`src/logic/swe_pkg.sv`:
```
package swe_pkg;
   // Switch inputs watched and the count that shares the common limit
   localparam int NUM_IN        = 24;
   localparam int SHARED_INPUTS = 12;
   localparam int NUM_OTHER     = 2;
   localparam int FLAG_W        = NUM_IN + 1 + NUM_OTHER;
   localparam int FLAG_SHARED   = NUM_IN;
   localparam int FLAG_OTHER_LO = NUM_IN + 1;

   // Device clock and window lengths; least times, so cycle counts round up
   localparam int CLK_PERIOD_NS          = 50;
   localparam int ACTIVE_WINDOW_TIME_NS  = 2000;
   localparam int RELEASE_WINDOW_TIME_NS = 2000;
   localparam int IDLE_GAP_TIME_NS       = 1000;
   localparam int ACTIVE_CYC  = (ACTIVE_WINDOW_TIME_NS + CLK_PERIOD_NS - 1) / CLK_PERIOD_NS;
   localparam int RELEASE_CYC = (RELEASE_WINDOW_TIME_NS + CLK_PERIOD_NS - 1) / CLK_PERIOD_NS;
   localparam int IDLE_CYC    = (IDLE_GAP_TIME_NS + CLK_PERIOD_NS - 1) / CLK_PERIOD_NS;
   localparam int TMR_W       = 16;

   // Scheme select values
   localparam logic SCHEME_STATIC  = 1'b0;
   localparam logic SCHEME_DYNAMIC = 1'b1;

   // Edge condition codes per input
   localparam logic [1:0] COND_OFF  = 2'h0;
   localparam logic [1:0] COND_RISE = 2'h1;
   localparam logic [1:0] COND_FALL = 2'h2;
   localparam logic [1:0] COND_BOTH = 2'h3;

   // Debounce depth: 0 means any crossing, 3 means four stable cycles
   localparam int         DEB_W     = 2;
   localparam logic [1:0] DEB_RESET = 2'h0;

   typedef enum logic [1:0] {
      SWE_ST_IDLE,
      SWE_ST_LOW,
      SWE_ST_HIGH,
      SWE_ST_GAP
   } swe_state_e;
endpackage

```
`src/logic/swe_debounce.sv`:
```
module swe_debounce
   import swe_pkg::*;
(
   input  wire logic             clk_in,    // Device clock
   input  wire logic             rst_in,    // Async reset, active high
   input  wire logic             run_in,    // Monitoring runs
   input  wire logic             poll_in,   // One detection cycle done
   input  wire logic             above_in,  // Status versus threshold
   input  wire logic [DEB_W-1:0] depth_in,  // Debounce depth
   output logic                  evt_out,   // Filtered crossing pulse
   output logic                  base_out,  // Baseline stored pulse
   output logic                  stable_out // Accepted status
);
   logic             based_reg;
   logic [DEB_W-1:0] cnt_reg;
   logic [DEB_W:0]   need;
   logic [DEB_W:0]   cnt_inc;

   assign need    = {1'b0, depth_in} + (DEB_W+1)'(1);
   assign cnt_inc = {1'b0, cnt_reg} + (DEB_W+1)'(1);

   always_ff @(posedge clk_in or posedge rst_in) begin
      if (rst_in) begin
         based_reg  <= 1'b0;
         stable_out <= 1'b0;
         cnt_reg    <= '0;
         evt_out    <= 1'b0;
         base_out   <= 1'b0;
      end else begin
         evt_out  <= 1'b0;
         base_out <= 1'b0;
         if (!run_in) begin
            cnt_reg   <= '0;
            based_reg <= 1'b0;
         end else if (poll_in) begin
            if (!based_reg) begin
               // First cycle sets the baseline and reports it regardless of depth
               based_reg  <= 1'b1;
               stable_out <= above_in;
               base_out   <= 1'b1;
               cnt_reg    <= '0;
            end else if (above_in == stable_out) begin
               cnt_reg <= '0;
            end else if (cnt_inc >= need) begin
               stable_out <= above_in;
               evt_out    <= 1'b1;
               cnt_reg    <= '0;
            end else begin
               cnt_reg <= cnt_inc[DEB_W-1:0];
            end
         end
      end
   end

   property p_deb_clear;
      @(posedge clk_in) disable iff (rst_in) !run_in |=> cnt_reg == '0 && !evt_out;
   endproperty
   a_deb_clear: assert property (p_deb_clear) else $error("debounce count not cleared");

   property p_deb_depth;
      @(posedge clk_in) disable iff (rst_in) evt_out |-> $past(cnt_inc) == $past(need);
   endproperty
   a_deb_depth: assert property (p_deb_depth) else $error("event before debounce depth");
endmodule // swe_debounce

```
`src/logic/swe_event_irq.sv`:
```
// Contract
// - Request line is active-low open drain, pulled low on events, else released.
// - One configuration bit picks static (0) or dynamic toggling (1) scheme.
// - Static: line stays low until a transaction reading the flags ends.
// - Flags snapshot on first serial clock rise after select falls; read clears.
// - Dynamic: low for active window, released for release window, repeats until read.
// - Dynamic: read in low phase releases; read in high phase stops re-assertion.
// - Static scheme after reset; scheme changes only while monitoring is stopped.
// - Read with pending event starts idle gap; line stays released during it.
// - Second read inside the gap clears flags; no re-assertion at gap end.
// - Monitoring and events continue while serial supply is absent.
// - Per-input comparator and ADC enables plus separate shared-limit enable.
// - Rising condition: above now, below before, raises an event.
// - Falling condition: below now, above before, raises an event.
// - Both-edges condition: any crossing between measurements raises an event.
// - State change events disabled for every input after reset.
// - Two-bit debounce: any crossing, or 2, 3, 4 stable cycles.
// - Baseline stored at first detection cycle, flagged and requested then.
// - Debounce value 11 needs four stable detection cycles.
// - Debounce applies to all enabled inputs, never to shared-limit events.
// - Debounce counters return to zero when monitoring stops.
// - After reset the debounce setting reports every crossing.
module swe_event_irq
   import swe_pkg::*;
#(
   parameter int ACTIVE_CYCLES  = swe_pkg::ACTIVE_CYC,
   parameter int RELEASE_CYCLES = swe_pkg::RELEASE_CYC,
   parameter int IDLE_CYCLES    = swe_pkg::IDLE_CYC
) (
   input  wire logic                            CLK_IN,                 // Device clock
   input  wire logic                            RST_IN,                 // Async reset
   input  wire logic                            IO_SUPPLY_OK_IN,        // Serial supply pin
   input  wire logic                            CS_N_IN,                // Chip select pin
   input  wire logic                            SCLK_IN,                // Serial clock pin
   input  wire logic                            FLAG_READ_IN,           // Flag read decoded
   input  wire logic                            SCHEME_SEL_IN,          // 0 static, 1 dynamic
   input  wire logic                            RUN_IN,                 // Monitoring runs
   input  wire logic [swe_pkg::DEB_W-1:0]       DEBOUNCE_DEPTH_IN,      // Debounce depth
   input  wire logic [swe_pkg::NUM_IN-1:0]      ADC_MODE_IN,            // 1 ADC, 0 comparator
   input  wire logic [swe_pkg::NUM_IN-1:0]      COMP_EVENT_ENABLE_IN,   // Comparator enables
   input  wire logic [swe_pkg::NUM_IN-1:0]      ADC_EVENT_ENABLE_IN,    // ADC enables
   input  wire logic [2*swe_pkg::NUM_IN-1:0]    EDGE_COND_IN,           // Condition per input
   input  wire logic                            SHARED_EVENT_ENABLE_IN, // Shared limit enable
   input  wire logic [1:0]                      SHARED_COND_IN,         // Shared condition
   input  wire logic                            POLL_DONE_IN,           // Detection cycle pulse
   input  wire logic [swe_pkg::NUM_IN-1:0]      STATUS_ABOVE_IN,        // Above own threshold
   input  wire logic                            SHARED_ABOVE_IN,        // Any above shared limit
   input  wire logic [swe_pkg::NUM_OTHER-1:0]   OTHER_EVENT_IN,         // Other event pulses
   output logic                                 EVT_REQ_OUT,            // Request pin value
   output logic                                 EVT_REQ_OE_OUT,         // Request pin pull low
   output logic [swe_pkg::FLAG_W-1:0]           FLAGS_OUT,              // Event flag register
   output logic [swe_pkg::FLAG_W-1:0]           FLAG_SNAP_OUT,          // Snapshot for readout
   output logic                                 SCHEME_OUT              // Scheme in force
);
   localparam int N = NUM_IN;

   logic [1:0]       cs_sync_reg;
   logic [1:0]       sclk_sync_reg;
   logic             sclk_prev_reg;
   logic [1:0]       io_sync_reg;
   logic             cs_eff;
   logic             cs_prev_reg;
   logic             cs_rise;
   logic             cs_fall;
   logic             sclk_rise;
   logic             armed_reg;
   logic             rd_pend_reg;
   logic             read_done;
   logic             scheme_reg;
   logic [DEB_W-1:0] depth_reg;
   logic [N-1:0]     en_reg;
   logic [2*N-1:0]   cond_reg;
   logic             shared_en_reg;
   logic             shared_prev_reg;
   logic             shared_based_reg;
   logic             shared_set;
   logic [N-1:0]     deb_evt;
   logic [N-1:0]     deb_base;
   logic [N-1:0]     deb_stable;
   logic [N-1:0]     ssc_set;
   logic [FLAG_W-1:0] set_vec;
   logic [FLAG_W-1:0] flags_reg;
   logic [FLAG_W-1:0] snap_reg;
   logic             pending;
   logic             new_evt;
   swe_state_e       state_reg;
   logic [TMR_W-1:0] tmr_reg;
   logic             skip_reg;

   // Pins cross into the device clock; the serial clock edges are found by sampling
   always_ff @(posedge CLK_IN or posedge RST_IN) begin
      if (RST_IN) begin
         cs_sync_reg   <= 2'h3;
         sclk_sync_reg <= 2'h0;
         sclk_prev_reg <= 1'b0;
         io_sync_reg   <= 2'h0;
      end else begin
         cs_sync_reg   <= {cs_sync_reg[0], CS_N_IN};
         sclk_sync_reg <= {sclk_sync_reg[0], SCLK_IN};
         sclk_prev_reg <= sclk_sync_reg[1];
         io_sync_reg   <= {io_sync_reg[0], IO_SUPPLY_OK_IN};
      end
   end

   // Without serial supply the select is seen as idle; events still flow
   assign cs_eff    = cs_sync_reg[1] | ~io_sync_reg[1];
   assign cs_rise   = cs_eff & ~cs_prev_reg;
   assign cs_fall   = ~cs_eff & cs_prev_reg;
   assign sclk_rise = sclk_sync_reg[1] & ~sclk_prev_reg;
   assign read_done = cs_rise & rd_pend_reg;

   always_ff @(posedge CLK_IN or posedge RST_IN) begin
      if (RST_IN) begin
         cs_prev_reg <= 1'b1;
         armed_reg   <= 1'b0;
         rd_pend_reg <= 1'b0;
      end else begin
         cs_prev_reg <= cs_eff;
         if (cs_fall) begin
            armed_reg <= 1'b1;
         end else if (sclk_rise && !cs_eff) begin
            armed_reg <= 1'b0;
         end
         if (cs_rise) begin
            rd_pend_reg <= 1'b0;
         end else if (!cs_eff && FLAG_READ_IN) begin
            rd_pend_reg <= 1'b1;
         end
      end
   end

   // Snapshot is what the host reads; only those bits are cleared later
   always_ff @(posedge CLK_IN or posedge RST_IN) begin
      if (RST_IN) begin
         snap_reg <= '0;
      end else if (armed_reg && sclk_rise && !cs_eff) begin
         snap_reg <= flags_reg;
      end
   end

   // Configuration capture
   always_ff @(posedge CLK_IN or posedge RST_IN) begin
      if (RST_IN) begin
         scheme_reg    <= SCHEME_STATIC;
         depth_reg     <= DEB_RESET;
         en_reg        <= '0;
         cond_reg      <= '0;
         shared_en_reg <= 1'b0;
      end else begin
         if (!RUN_IN) begin
            scheme_reg <= SCHEME_SEL_IN;
         end
         depth_reg     <= DEBOUNCE_DEPTH_IN;
         en_reg        <= (ADC_MODE_IN & ADC_EVENT_ENABLE_IN)
                        | (~ADC_MODE_IN & COMP_EVENT_ENABLE_IN);
         cond_reg      <= EDGE_COND_IN;
         shared_en_reg <= SHARED_EVENT_ENABLE_IN;
      end
   end

   // Per-input filter and condition; the filter sees every input, gating comes after
   genvar gi;
   generate
      for (gi = 0; gi < N; gi++) begin : g_in
         logic [1:0] cond;
         logic       hit;
         assign cond = cond_reg[2*gi +: 2];
         assign hit  = (cond == COND_BOTH)
                     | ((cond == COND_RISE) & deb_stable[gi])
                     | ((cond == COND_FALL) & ~deb_stable[gi]);
         assign ssc_set[gi] = en_reg[gi] & (deb_base[gi] | (deb_evt[gi] & hit));

         swe_debounce u_deb (
            .clk_in     (CLK_IN),
            .rst_in     (RST_IN),
            .run_in     (RUN_IN),
            .poll_in    (POLL_DONE_IN),
            .above_in   (STATUS_ABOVE_IN[gi]),
            .depth_in   (depth_reg),
            .evt_out    (deb_evt[gi]),
            .base_out   (deb_base[gi]),
            .stable_out (deb_stable[gi])
         );
      end
   endgenerate

   // Shared limit compares raw successive measurements, no debounce
   always_ff @(posedge CLK_IN or posedge RST_IN) begin
      if (RST_IN) begin
         shared_prev_reg  <= 1'b0;
         shared_based_reg <= 1'b0;
      end else if (!RUN_IN) begin
         shared_based_reg <= 1'b0;
      end else if (POLL_DONE_IN) begin
         shared_prev_reg  <= SHARED_ABOVE_IN;
         shared_based_reg <= 1'b1;
      end
   end

   always_comb begin
      shared_set = 1'b0;
      if (RUN_IN && POLL_DONE_IN && shared_based_reg && shared_en_reg) begin
         case (SHARED_COND_IN)
            COND_RISE: shared_set = SHARED_ABOVE_IN & ~shared_prev_reg;
            COND_FALL: shared_set = ~SHARED_ABOVE_IN & shared_prev_reg;
            COND_BOTH: shared_set = SHARED_ABOVE_IN ^ shared_prev_reg;
            default:   shared_set = 1'b0;
         endcase
      end
   end

   assign set_vec = {OTHER_EVENT_IN, shared_set, ssc_set};
   assign new_evt = |set_vec;
   assign pending = |flags_reg;

   // A new event in the clearing cycle survives: set is applied after the clear
   always_ff @(posedge CLK_IN or posedge RST_IN) begin
      if (RST_IN) begin
         flags_reg <= '0;
      end else if (read_done) begin
         flags_reg <= (flags_reg & ~snap_reg) | set_vec;
      end else begin
         flags_reg <= flags_reg | set_vec;
      end
   end

   // Request sequencer; one down-counter serves all three windows
   always_ff @(posedge CLK_IN or posedge RST_IN) begin
      if (RST_IN) begin
         state_reg <= SWE_ST_IDLE;
         tmr_reg   <= '0;
         skip_reg  <= 1'b0;
      end else begin
         case (state_reg)
            SWE_ST_IDLE: begin
               skip_reg <= 1'b0;
               if (new_evt) begin
                  state_reg <= SWE_ST_LOW;
                  tmr_reg   <= TMR_W'(ACTIVE_CYCLES - 1);
               end
            end
            SWE_ST_LOW: begin
               if (read_done) begin
                  state_reg <= SWE_ST_GAP;
                  tmr_reg   <= TMR_W'(IDLE_CYCLES - 1);
                  skip_reg  <= 1'b0;
               end else if (scheme_reg == SCHEME_DYNAMIC && tmr_reg == '0) begin
                  state_reg <= SWE_ST_HIGH;
                  tmr_reg   <= TMR_W'(RELEASE_CYCLES - 1);
               end else if (tmr_reg != '0) begin
                  tmr_reg <= tmr_reg - TMR_W'(1);
               end
            end
            SWE_ST_HIGH: begin
               if (read_done) begin
                  state_reg <= SWE_ST_GAP;
                  tmr_reg   <= TMR_W'(IDLE_CYCLES - 1);
                  skip_reg  <= 1'b1;
               end else if (tmr_reg == '0) begin
                  state_reg <= SWE_ST_LOW;
                  tmr_reg   <= TMR_W'(ACTIVE_CYCLES - 1);
               end else begin
                  tmr_reg <= tmr_reg - TMR_W'(1);
               end
            end
            SWE_ST_GAP: begin
               if (tmr_reg == '0) begin
                  // Events that came in the gap are asserted now unless read again or the gap began with a high-phase read
                  if (pending && !skip_reg && !read_done) begin
                     state_reg <= SWE_ST_LOW;
                     tmr_reg   <= TMR_W'(ACTIVE_CYCLES - 1);
                  end else begin
                     state_reg <= SWE_ST_IDLE;
                  end
                  skip_reg <= 1'b0;
               end else begin
                  tmr_reg <= tmr_reg - TMR_W'(1);
                  if (read_done) begin
                     skip_reg <= 1'b1;
                  end
               end
            end
            default: begin
               state_reg <= SWE_ST_IDLE;
            end
         endcase
      end
   end

   // Open drain: value is always low, the enable does the pulling
   assign EVT_REQ_OUT    = 1'b0;
   assign EVT_REQ_OE_OUT = (state_reg == SWE_ST_LOW);
   assign FLAGS_OUT      = flags_reg;
   assign FLAG_SNAP_OUT  = snap_reg;
   assign SCHEME_OUT     = scheme_reg;

   property p_req_cause;
      @(posedge CLK_IN) disable iff (RST_IN) EVT_REQ_OE_OUT |-> pending && !EVT_REQ_OUT;
   endproperty
   a_req_cause: assert property (p_req_cause) else $error("request low without flag");

   property p_static_hold;
      @(posedge CLK_IN) disable iff (RST_IN)
         state_reg == SWE_ST_LOW && scheme_reg == SCHEME_STATIC && !read_done
         |=> state_reg == SWE_ST_LOW;
   endproperty
   a_static_hold: assert property (p_static_hold) else $error("static request released");

   property p_snap;
      @(posedge CLK_IN) disable iff (RST_IN)
         armed_reg && sclk_rise && !cs_eff |=> snap_reg == $past(flags_reg) && !armed_reg;
   endproperty
   a_snap: assert property (p_snap) else $error("flag snapshot missed");

   property p_dyn_active;
      @(posedge CLK_IN) disable iff (RST_IN)
         state_reg == SWE_ST_LOW && tmr_reg != '0 && !read_done |=> state_reg == SWE_ST_LOW;
   endproperty
   a_dyn_active: assert property (p_dyn_active) else $error("active window cut short");

   property p_dyn_reassert;
      @(posedge CLK_IN) disable iff (RST_IN)
         state_reg == SWE_ST_HIGH && tmr_reg == '0 && !read_done |=> EVT_REQ_OE_OUT;
   endproperty
   a_dyn_reassert: assert property (p_dyn_reassert) else $error("no re-assertion");

   property p_high_read;
      @(posedge CLK_IN) disable iff (RST_IN)
         state_reg == SWE_ST_HIGH && read_done |=> state_reg == SWE_ST_GAP && skip_reg;
   endproperty
   a_high_read: assert property (p_high_read) else $error("high phase read mishandled");

   property p_scheme_frozen;
      @(posedge CLK_IN) disable iff (RST_IN) RUN_IN |=> $stable(scheme_reg);
   endproperty
   a_scheme_frozen: assert property (p_scheme_frozen) else $error("scheme changed in run");

   property p_gap_released;
      @(posedge CLK_IN) disable iff (RST_IN)
         state_reg == SWE_ST_LOW && read_done |=> state_reg == SWE_ST_GAP && !EVT_REQ_OE_OUT;
   endproperty
   a_gap_released: assert property (p_gap_released) else $error("no idle gap after read");

   property p_gap_skip;
      @(posedge CLK_IN) disable iff (RST_IN)
         state_reg == SWE_ST_GAP && skip_reg && tmr_reg == '0 |=> state_reg == SWE_ST_IDLE;
   endproperty
   a_gap_skip: assert property (p_gap_skip) else $error("re-asserted after gap read");

   property p_set_wins;
      @(posedge CLK_IN) disable iff (RST_IN)
         read_done |=> (flags_reg & $past(set_vec)) == $past(set_vec);
   endproperty
   a_set_wins: assert property (p_set_wins) else $error("event lost on clear");

   c_dyn_toggle: cover property (@(posedge CLK_IN) disable iff (RST_IN)
      state_reg == SWE_ST_HIGH ##1 state_reg == SWE_ST_LOW);
   c_static_read: cover property (@(posedge CLK_IN) disable iff (RST_IN)
      scheme_reg == SCHEME_STATIC && state_reg == SWE_ST_LOW && read_done);
   c_gap_skip: cover property (@(posedge CLK_IN) disable iff (RST_IN)
      state_reg == SWE_ST_GAP && read_done);
   c_shared_evt: cover property (@(posedge CLK_IN) disable iff (RST_IN) shared_set);
endmodule // swe_event_irq

```
`config.mk`:
```
export PLATFORM = sky130hd
export DESIGN_NAME = swe_event_irq
export DESIGN_NICKNAME = d
export VERILOG_FILES = /design/src/logic/swe_pkg.sv /design/src/logic/swe_debounce.sv /design/src/logic/swe_event_irq.sv
export SDC_FILE = /design/constraint.sdc
export NUM_CORES = 1
export LEC_CHECK = 0
export BUFFER_PORTS_ARGS = -buffer_cell sky130_fd_sc_hd__buf_2
export CORE_MARGIN = 10
export CORE_UTILIZATION = 36
export CTS_CLUSTER_DIAMETER = 200
export DETAILED_ROUTE_END_ITERATION = 6
export GPL_ROUTABILITY_DRIVEN = 0
export PLACE_DENSITY = 0.52
export SYNTH_ARGS = -nofsm -noshare
export SYNTH_HDL_FRONTEND = slang
export SYNTH_SLANG_ARGS = --single-unit
```
`constraint.sdc`:
```
create_clock -name CLK_IN -period 12.6 [get_ports CLK_IN]
set_clock_uncertainty 0.2 [all_clocks]
set_input_delay 2.52 -clock CLK_IN [delete_from_list [all_inputs] [get_ports CLK_IN]]
set_output_delay 2.52 -clock CLK_IN [all_outputs]
set_load 0.01 [all_outputs]
```
==> metrics.yaml, run 1 <==
run_status:
  outcome: "completed"
route:
  drt_iter0_markers: 307
  firstDrtPassIters: 5
  ant_nets: 0
  vias: 8546
  drc: 0
  vias_per_cell: 4.94
  routed_wirelength_mm: 32.4
  wl_per_cell_um: 18.7
placed_design:
  dpl_cell_area_sq_mm: 0.0137
  io_buffers: 216
  hpwl_mm: 23.4
clock_tree:
  ctsHoldBuffers: 0
  clkTransAtPathRegs_ps: 60
  clock_latency_ps: 560
  cts_root_buf: "clkbuf_16"
  post_cts_buffers: 0
  ctsResizeCount: 0
  cts_buffers: 30
  cts_max_path_buffers: 3
  clock-sinks: 258
  h-tree-depth: 1
  cts_tree: "yes"
worst_setup_path:
  crit_path_start_kind: "input pin"
  critical_path_arrival_ps: 5200
  path_class: "input pin to register"
  cp_max_fo: 11
  cp.required_ps: 12830
  r2r_cells: 7
  endpoint_kind: "register"
worst_hold_path:
  worstHoldPathType: "register to register"
  holdPathStages: 0
synth:
  ys_async_sr_fraction: 1.00
  synth_ff_type: "dfrtp_1"
  avgSynthCellArea_sq_um: 11.6
  yosysSeqAreaShare: 0.536
  syn_area_sq_mm: 0.0120
  synth_edf_count: 0
  synth.top_cells.by_area: "dfrtp_1 (53%), ha_1 (10%), mux2_2 (7.2%)"
  netlist_instances: 1036
  ys_seq_elements: 258
  synth_nets: 1298
  synth_top_area_share: 0.530
  synth_largest_area_cell: "dfrtp_1"
  yosysWarnings: 0
  yosysUniqueCellTypes: 52
sta:
  finalSetupTns_ps: 0
  timing.fmax_mhz: 201
  maxSlewHeadroom: 0.297
  setup_viol: 0
  grt_setup_unrepaired: "false"
  layout_min_cycle_time_ps: 4970
  final_max_slew_viol_count: 0
  hold_viol_final: 0
  worstMarginPinSlew_ps: 1050
  min_period_over_period: 0.395
power_and_ir_drop:
  peakVddDrop_uv: 124
  combinationalPowerShare: 0.214
  internal_power_mw: 1.76
  leakage_nw: 6.98
  p_switching_uw: 772
  clkPwrFrac: 0.349
  switching_share: 0.306
  power_density_mw_per_mm2: 172
  pwr-share-seq: 0.437
floorplan:
  io_pins: 218
  core_area_sq_mm: 0.0328
  dieArea_sq_mm: 0.0412
  die_h_um: 203
  die_w_um: 203
  rows: 66
  start_util: 0.367
flow_run:
  maxCapViolCount: 0
global_routing:
  grt-ovfl-total: 0
  grt_pass1_vias: 9004
  antenna_found_initial: 2
  grt_use_total: 0.155
  grt_pass1_wl_mm: 51.1
  grt_start_max_net_pins: 131
layout:
  drive_gt1_frac: 0.282
  multi_input_area_sq_mm: 0.00541
  final_cell_area_sq_mm: 0.0147
  finalNetCount: 1528
  syn_to_final_growth_pct: 21.8
  fill_cells: 3127
  regArea_sq_mm: 0.00646
  fin_util: 0.447
==> Yosys cell counts, drive strengths merged, types with 2 or more instances <==
master	number
a211o	2
a211oi	3
a21o	53
a21oi	64
a22o	4
a31oi	11
a32o	24
and2	3
and3	6
buf	10
clkbuf	20
dfrtp	255
dfstp	3
ha	101
inv	15
mux2	82
mux2i	22
nand2	128
nand2b	24
nand3	4
nand3b	2
nand4	2
nor2	40
nor2b	5
nor3	32
nor3b	2
nor4	14
o21ai	62
o22ai	3
o31ai	3
or3	2
xnor2	25
==> cell usage in the layout (no fill, tap or decap), types with 3 or more instances in the layout <==
cell,n
a211oi_1,3
a21o_1,53
a21oi_1,63
a22o_1,4
a31oi_1,11
a32o_1,24
and3_1,6
buf_2,216
buf_4,12
bufinv_16,3
clkbuf_1,6
clkbuf_16,30
clkbuf_8,7
clkinv_2,3
dfrtp_1,255
dfstp_2,3
ha_1,101
inv_1,14
mux2_1,4
mux2_2,77
mux2i_1,22
nand2_1,128
nand2b_1,24
nand3_1,3
nor2_1,40
nor2b_1,4
nor3_1,32
nor4_1,12
o21ai_0,58
o21ai_1,4
o22ai_1,3
o31ai_1,3
xnor2_1,25
==> per-stage QoR <==
step | setup WS [ps] | hold slack (ps) | power (mW) | instances
floorplan | 2790 | 131 | 1.43 | 1036
global placement | 7000 | 139 | 1.66 | 1676
detailed placement | 6990 | 136 | 1.67 | 1676
CTS | 7570 | 151 | 2.56 | 1728
global route | 7510 | 157 | 2.67 | 1729
finish | 7630 | 149 | 2.53 | 1729
==> worst paths after layout <==
kind / startpoint / end / slack [ps]
min in group asynchronous: RST_IN / g_in[11].u_deb.stable_out / 1980
max in group asynchronous: RST_IN / en_reg[8] / 8760
max reg2reg: shared_prev_reg / tmr_reg[4] / 9350
min reg2reg: io_sync_reg[0] / io_sync_reg[1] / 150
min: io_sync_reg[0] / io_sync_reg[1] / 150
max: SHARED_ABOVE_IN / tmr_reg[4] / 7630
==> cell families after synthesis <==
group / count (synthesis) / synth area share
simple gates: 268 / 0.105
flops: 258 / 0.536
compound gates: 234 / 0.125
mux: 104 / 0.0952
fa+ha+maj: 101 / 0.105
buf+inv: 45 / 0.0156
xor+xnor: 25 / 0.0182
other cells: 1 / 0.000311
==> routing by layer <==
layer | vias up | track usage | wire [um]
li1 | 4188 | - | -
met1 | 4105 | 0.200 | 14800
met2 | 202 | 0.249 | 14600
met3 | 49 | 0.0417 | 2060
met4 | 2 | 0.0456 | 934
met5 | - | 0 | 13
==> power groups by stage <==
| stage | logic, mW | clock network, mW | registers [mW] |
|---|---|---|---|
| floorplan | 0.322 | 0 | 1.11 |
| global placement | 0.538 | 0 | 1.12 |
| detailed placement | 0.546 | 0 | 1.12 |
| CTS | 0.549 | 0.904 | 1.11 |
| global route | 0.603 | 0.938 | 1.13 |
| finish | 0.540 | 0.882 | 1.11 |
==> worst max-delay path: stages <==
cell and delay [ps]:
buf_2 100, inv_1 50, ha_1 270, and3_1 180, nor4_1 740, nor3_1 130
and4_1 300, a21oi_2 540, mux2_1 380
==> final cells by class <==
cell class                      count  share of cell area
Timing Repair Buffer              228              0.0798
Multi-Input combinational cell    733               0.369
Inverter                           15             0.00435
Sequential cell                   258               0.440
Tap cell                          442              0.0377
Clock buffer                       43              0.0593
Clock inverter                      9             0.00930
Antenna cell                        1            0.000171
Power figures use the tool's default switching activity.
==> run 2: changes to the inputs <==
ABC_AREA = 1   (was unset)
PLACE_DENSITY = 0.51   (was 0.52)
clock period = 5.2 ns   (was 12.6 ns; I/O delays follow)
==> run 2 against run 1 <==
Against the previous run: combinational power rose to 3.5 times the previous value; hold slack got worse by 1.6 ps; cell area rose by 5.1%; sequential power rose by 150%; die area up 4.8%; setup slack got worse by 5400 ps; clock-buffer cell count decreased by 1; total power grew to 2.8 times the previous value; final cell count increased by 21%; non-clock buffer count is 5 lower; sequential cell count did not move.
==> metrics.yaml, run 2 <==
route:
  routed_wirelength_mm: 35.5  # +9.6%
  firstDrtPassIters: 5  # unchanged
  vias_per_cell: 4.80  # -2.9%
  vias: 10073  # +18%
  ant_nets: 0  # unchanged
  drc: 0  # unchanged
  drt_iter0_markers: 480  # +56%
  wl_per_cell_um: 16.9  # -9.7%
global_routing:
  antenna_found_initial: 1  # -1
  grt_use_total: 0.160  # +0.00518
  grt-ovfl-total: 0  # unchanged
  grt_pass1_wl_mm: 56.7  # +11%
  grt_start_max_net_pins: 154  # +18%
  grt_pass1_vias: 10448  # +16%
clock_tree:
  cts_tree: "yes"
  h-tree-depth: 1  # unchanged
  clock-sinks: 258  # unchanged
  cts_max_path_buffers: 3  # unchanged
  cts_root_buf: "clkbuf_16"
  ctsHoldBuffers: 0  # unchanged
  ctsResizeCount: 0  # unchanged
  clkTransAtPathRegs_ps: 60  # about the same
  post_cts_buffers: 0  # unchanged
  clock_latency_ps: 550  # about the same
  cts_buffers: 30  # unchanged
synth:
  netlist_instances: 1395  # +35%
  yosysUniqueCellTypes: 42  # -19%
  yosysWarnings: 0  # unchanged
  synth_top_area_share: 0.503  # -0.0265
  avgSynthCellArea_sq_um: 9.09  # -22%
  synth_largest_area_cell: "dfrtp_1"
  synth_nets: 1657  # +28%
  yosysSeqAreaShare: 0.509  # -0.0269
  synth_ff_type: "dfrtp_1"
  ys_seq_elements: 258  # unchanged
  syn_area_sq_mm: 0.0127  # +5.3%
  synth.top_cells.by_area: "dfrtp_1 (50%), ha_1 (10%), nand2_1 (8.8%)"
  synth_edf_count: 0  # unchanged
  ys_async_sr_fraction: 1.00  # unchanged
  yosysMostFrequentCell: "nand2_1"
  synthTopCellsByCount: "nand2_1 (298), dfrtp_1 (255), inv_1 (164), nor2_1 (117), ha_1 (101)"
power_and_ir_drop:
  leakage_nw: 8.03  # +15%
  power_density_mw_per_mm2: 458  # +170%
  peakVddDrop_uv: 257  # +110%
sta:
  layout_min_cycle_time_ps: 2980
  maxSlewHeadroom: 0.225  # -0.0721
  postLayoutSetupSlackWorst_ps: 2220  # -5400 ps
  hold_slack_ps: 148  # -1.58 ps
  hold_viol_final: 0  # unchanged
  setup_viol: 0  # unchanged
  finalSetupTns_ps: 0  # unchanged
  min_period_over_period: 0.572
  grt_setup_unrepaired: "false"
  worstMarginPinSlew_ps: 1160  # +112 ps
  timing.fmax_mhz: 336
  final_max_slew_viol_count: 0  # unchanged
worst_setup_path:
  path_class: "register to register"
  r2r_slack_ps: 2220  # -7130 ps
  r2r_cells: 11  # +4
  crit_path_end: "tmr_reg[7]"
  path_cells: "inv_2, o21ai_0, nand2_1, nand2_1, inv_1, nand2_1, nor2_1, nand2_2, nand2_4, nand2_1, nand2_1"
  crit_slowest_cell: "o21ai_0"
  r2r_start: "g_in[21].u_deb.base_out"
  timing.rr.end: "tmr_reg[7]"
  endpoint_kind: "register"
  cp_slowest_stage_delay_ps: 550  # -190 ps
  crit_family: "simple AND/OR/NAND/NOR gates"
  cpMostUsedCell: "nand2_1"
  cp.required_ps: 5480  # -7350 ps
  crit_path_start_kind: "register"
  startpoint: "g_in[21].u_deb.base_out"
  cp_max_fo: 24  # +13
  critical_path_arrival_ps: 3260  # -1940 ps
  critical_path_depth: 11  # +2
  worst-path-buf-inv: 2  # unchanged
placed_design:
  dp_slack_ps: 2060  # -4930 ps
  io_buffers: 216  # unchanged
  hpwl_mm: 25.6  # +9.7%
  placed_cells: 2043  # +22%
run_status:
  outcome: "completed"
layout:
  drive_gt1_frac: 0.203  # -0.0790
  fin_cells: 2099  # +21%
  finalNetCount: 1882  # +23%
  final_cell_mix: "nand2_1 (298), dfrtp_1 (255), buf_2 (216), inv_1 (163), nor2_1 (116)"
  final_common_cell: "nand2_1"
  syn_to_final_growth_pct: 21.6
flow_run:
  maxCapViolCount: 0  # unchanged
floorplan:
  die_h_um: 208  # +2.3%
  die_w_um: 208  # +2.3%
  dieArea_sq_mm: 0.0431  # +4.8%
  core_area_sq_mm: 0.0346  # +5.6%
  start_util: 0.366  # -0.00121
  io_pins: 218  # unchanged
  rows: 68  # +3.0%
worst_hold_path:
  worstHoldPathType: "register to register"
[run 2: layout make-up]
type | instances | area [sq um]
Fill cell | 3335 | 19200
Sequential cell | 258 | 6460
Multi-Input combinational cell | 935 | 5420
Timing Repair Buffer | 223 | 1160
Clock buffer | 42 | 887
Inverter | 172 | 651
Tap cell | 455 | 569
Clock inverter | 13 | 268
Antenna cell | 1 | 2.50
[run 2: cells by family after synthesis]
kind of cell / synth area share
other: 0.000296
muxes: 0.0213
adders and majority gates: 0.0996
DFF: 0.509
AOI/OAI and AO/OA: 0.108
xor gates and xnor gates: 0.0131
buffers and inverters: 0.0637
and+or+nand+nor: 0.184
[run 2: worst min-delay path by stage]
stage | from | endpoint | slack, ps | cells after the start
3_5_place_dp | io_sync_reg[0] | io_sync_reg[1] | 130 | 0
5_1_grt | io_sync_reg[0] | io_sync_reg[1] | 150 | 0
2_1_floorplan | io_sync_reg[0] | io_sync_reg[1] | 130 | 0
3_3_place_gp | io_sync_reg[0] | io_sync_reg[1] | 140 | 0
6_report | io_sync_reg[0] | io_sync_reg[1] | 150 | 0
4_1_cts | io_sync_reg[0] | io_sync_reg[1] | 150 | 0
[run 2: worst reg2reg max path: cells and delay by family (launching register included)]
family | cells | cell delay [ps]
AND/OR/NAND/NOR | 8 | 1220
buffers and inverters | 2 | 570
AO/OA/AOI/OAI | 1 | 560
flip-flops | 1 | 370
[run 2: routing by layer]
metal	track usage	routed length [um]	vias to the layer above
met3	0.0290	1480	41
met1	0.206	16400	4780
met2	0.273	17000	180
li1	-	-	5072
met5	0	0	-
met4	0.0364	616	0
[run 2: where the power goes]
part	leakage, nW	switching, mW	internal (mW)	total [mW]
clock network	0.566	0.846	1.58	2.42
registers	3.13	0.344	2.41	2.76
logic	4.34	1.14	0.738	1.88
total	8.03	2.33	4.73	7.06
[run 2: metrics by stage]
step | total power [mW] | utilization | instance area (sq um)
floorplan | 4.03 | - | 12700
global placement | 4.64 | 0.412 | 14300
detailed placement | 4.69 | 0.412 | 14300
CTS | 7.15 | 0.445 | 15400
global route | 7.57 | 0.445 | 15400
finish | 7.06 | 0.445 | 15400
==> run 3: changes to the inputs <==
ABC_AREA = 0   (was 1)
PLACE_DENSITY = 0.52   (was 0.51)
clock period = 2.9 ns   (was 5.2 ns; I/O delays follow)
==> run 3 against run 2 <==
Against the previous run: sequential power increased by 74%; first-iteration DRC count is 2.5% higher; global-route usage increased by 0.22 points; via count is 12% lower; critical path type unchanged.
==> metrics.yaml, run 3 (synthesized netlist as in run 1, its figures left out) <==
run_status:
  outcome: "completed"
layout:
  drive_gt1_frac: 0.278  # +0.0744
  fin_cells: 1807  # -14%
  finalNetCount: 1606  # -15%
  fin_util: 0.468  # +0.0231
  final_cell_mix: "dfrtp_1 (255), buf_2 (216), nand2_1 (128), ha_1 (101), mux2_2 (77)"
  syn_to_final_growth_pct: 27.5
  final_common_cell: "dfrtp_1"
  antenna_cells: 0  # -1
  fill_cells: 3036  # -9.0%
sta:
  grt_setup_unrepaired: "false"
  final_max_slew_viol_count: 0  # unchanged
  layout_min_cycle_time_ps: 2690  # -292 ps
  hold_viol_final: 0  # unchanged
  postLayoutSetupSlackWorst_ps: 215  # -2010 ps
  min_period_over_period: 0.926  # +0.353
  timing.fmax_mhz: 372  # +11%
  worstMarginPinSlew_ps: 767  # -394 ps
  maxSlewHeadroom: 0.483  # +0.258
  setup_viol: 0  # unchanged
clock_tree:
  cts_max_path_buffers: 3  # unchanged
  h-tree-depth: 1  # unchanged
  cts_buffers: 30  # unchanged
  cts_root_buf: "clkbuf_16"
  clock_latency_ps: 550  # about the same
  post_cts_buffers: 0  # unchanged
  cts_tree: "yes"
  clkTransAtPathRegs_ps: 60  # about the same
  clock-sinks: 258  # unchanged
worst_setup_path:
  timing.rr.end: "tmr_reg[14]"
  critical_path_arrival_ps: 2950  # -310 ps
  crit_slowest_cell: "a222oi_1"
  cp_slowest_stage_delay_ps: 530  # -20 ps
  cp_max_fo: 9  # -63%
  path_class: "register to register"
  startpoint: "g_in[13].u_deb.stable_out"
  r2r_slack_ps: 210  # -2010 ps
  worst-path-buf-inv: 1  # -1
  crit_family: "compound AO/OA/AOI/OAI gates"
  endpoint_kind: "register"
  crit_path_start_kind: "register"
  r2r_start: "g_in[13].u_deb.stable_out"
  crit_path_end: "tmr_reg[14]"
  cp.required_ps: 3160  # -2320 ps
  critical_path_depth: 7  # -4
  r2r_cells: 7  # -4
  path_cells: "mux2_1, a21o_1, a222oi_1, and3_1, a21oi_2, buf_4, a31oi_1"
power_and_ir_drop:
  p_switching_mw: 3.42  # +47%
  switching_share: 0.312  # -0.0185
  pwr-share-seq: 0.439  # +0.048
  combinationalPowerShare: 0.235  # -0.031
  power_density_mw_per_mm2: 714  # +56%
  leakage_nw: 7.30  # -9.1%
  clkPwrFrac: 0.326  # -0.017
  internal_power_mw: 7.55  # +60%
  peakVddDrop_uv: 437  # +70%
floorplan:
  die_w_um: 203  # -2.3%
  dieArea_sq_mm: 0.0412  # -4.5%
  rows: 66  # -2.9%
  start_util: 0.367  # +0.00121
  core_area_sq_mm: 0.0328  # -5.3%
  io_pins: 218  # unchanged
  die_h_um: 203  # -2.3%
placed_design:
  placed_cells: 1699  # -17%
  dp_slack_ps: 57.2  # -2000 ps
  io_buffers: 216  # unchanged
  hpwl_mm: 24.4  # -4.6%
route:
  vias: 8873  # -12%
  firstDrtPassIters: 7  # +2
  drc: 0  # unchanged
  drt_iter0_markers: 492  # +2.5%
  routed_wirelength_mm: 33.9  # -4.5%
  wl_per_cell_um: 18.8  # +11%
  vias_per_cell: 4.91  # +2.3%
  ant_nets: 0  # unchanged
global_routing:
  grt_start_max_net_pins: 108  # -30%
  grt-ovfl-total: 0  # unchanged
  grt_use_total: 0.162  # +0.00224
  grt_pass1_wl_mm: 53.4  # -5.8%
  grt_pass1_vias: 9355  # -10%
  antenna_found_initial: 0  # -1
flow_run:
  maxCapViolCount: 0  # unchanged
worst_hold_path:
  hp-start: "OTHER_EVENT_IN[0]"
  worstHoldPathType: "input pin to register"
==> run 3: cell count changes in the layout (fill, tap and decap cells not counted), moves of 24 or more <==
cell           before  now
nor2_1            116   40
nand3_1            82    3
buf_4               5   31
nand2b_1            0   24
nand2_1           298  128
dlygate4sd3_1       0   55
a21o_1              0   53
inv_1             163   14
mux2_2             24   77
==> run 3: worst min-delay path by stage <==
stage                                   to  slack [ps]  cells past startpoint
final                        FLAGS_OUT[25]          40                      2
after global routing         FLAGS_OUT[26]          40                      2
after CTS                    FLAGS_OUT[25]          20                      2
after detailed placement  sclk_sync_reg[1]         140                      0
after global placement      io_sync_reg[1]         140                      0
after floorplan             io_sync_reg[1]         130                      0
==> run 3: repair_timing <==
item / 4_1_cts / 5_1_grt
endpoints found under the hold margin: 93 / 0
gates resized for setup: 0 / 0
hold buffers: 55 / 0
==> run 3: final cells by class <==
class / count / area [sq um] / share of cell area
clock buffer: 48 / 870 / 0.0566
clock inverter: 5 / 56.3 / 0.00367
inverter: 15 / 60.1 / 0.00391
multi-input combinational: 733 / 5410 / 0.352
sequential: 258 / 6460 / 0.421
tap: 442 / 553 / 0.0360
timing repair buffer: 306 / 1940 / 0.127
==> run 3: power groups by stage <==
stage | Combinational (mW) | Clock, mW | Sequential, mW
after global routing | 2.85 | 3.82 | 4.90
after global placement | 2.52 | 0 | 4.86
after detailed placement | 2.55 | 0 | 4.87
after floorplan | 1.40 | 0 | 4.83
after CTS | 2.62 | 3.68 | 4.81
final | 2.58 | 3.58 | 4.81
==> run 3: per-stage QoR <==
stage / hold slack [ps] / total power [mW] / TNS [ps] / instance area (sq um)
floorplan: 131 / 6.23 / -326810 / 12100
global placement: 136 / 7.38 / 0 / 13900
detailed placement: 141 / 7.42 / 0 / 13900
CTS: 22.0 / 11.1 / 0 / 15400
global route: 37.1 / 11.6 / 0 / 15400
finish: 43.9 / 11.0 / 0 / 15400
==> run 3: per-layer routing <==
metal  vias up  GRT usage  part of all wire
met5         -          0                 0
met4         0     0.0352             0.016
met3        36     0.0374             0.060
met2       222      0.274              0.47
met1      4271      0.208              0.45
li1       4344          -                 -
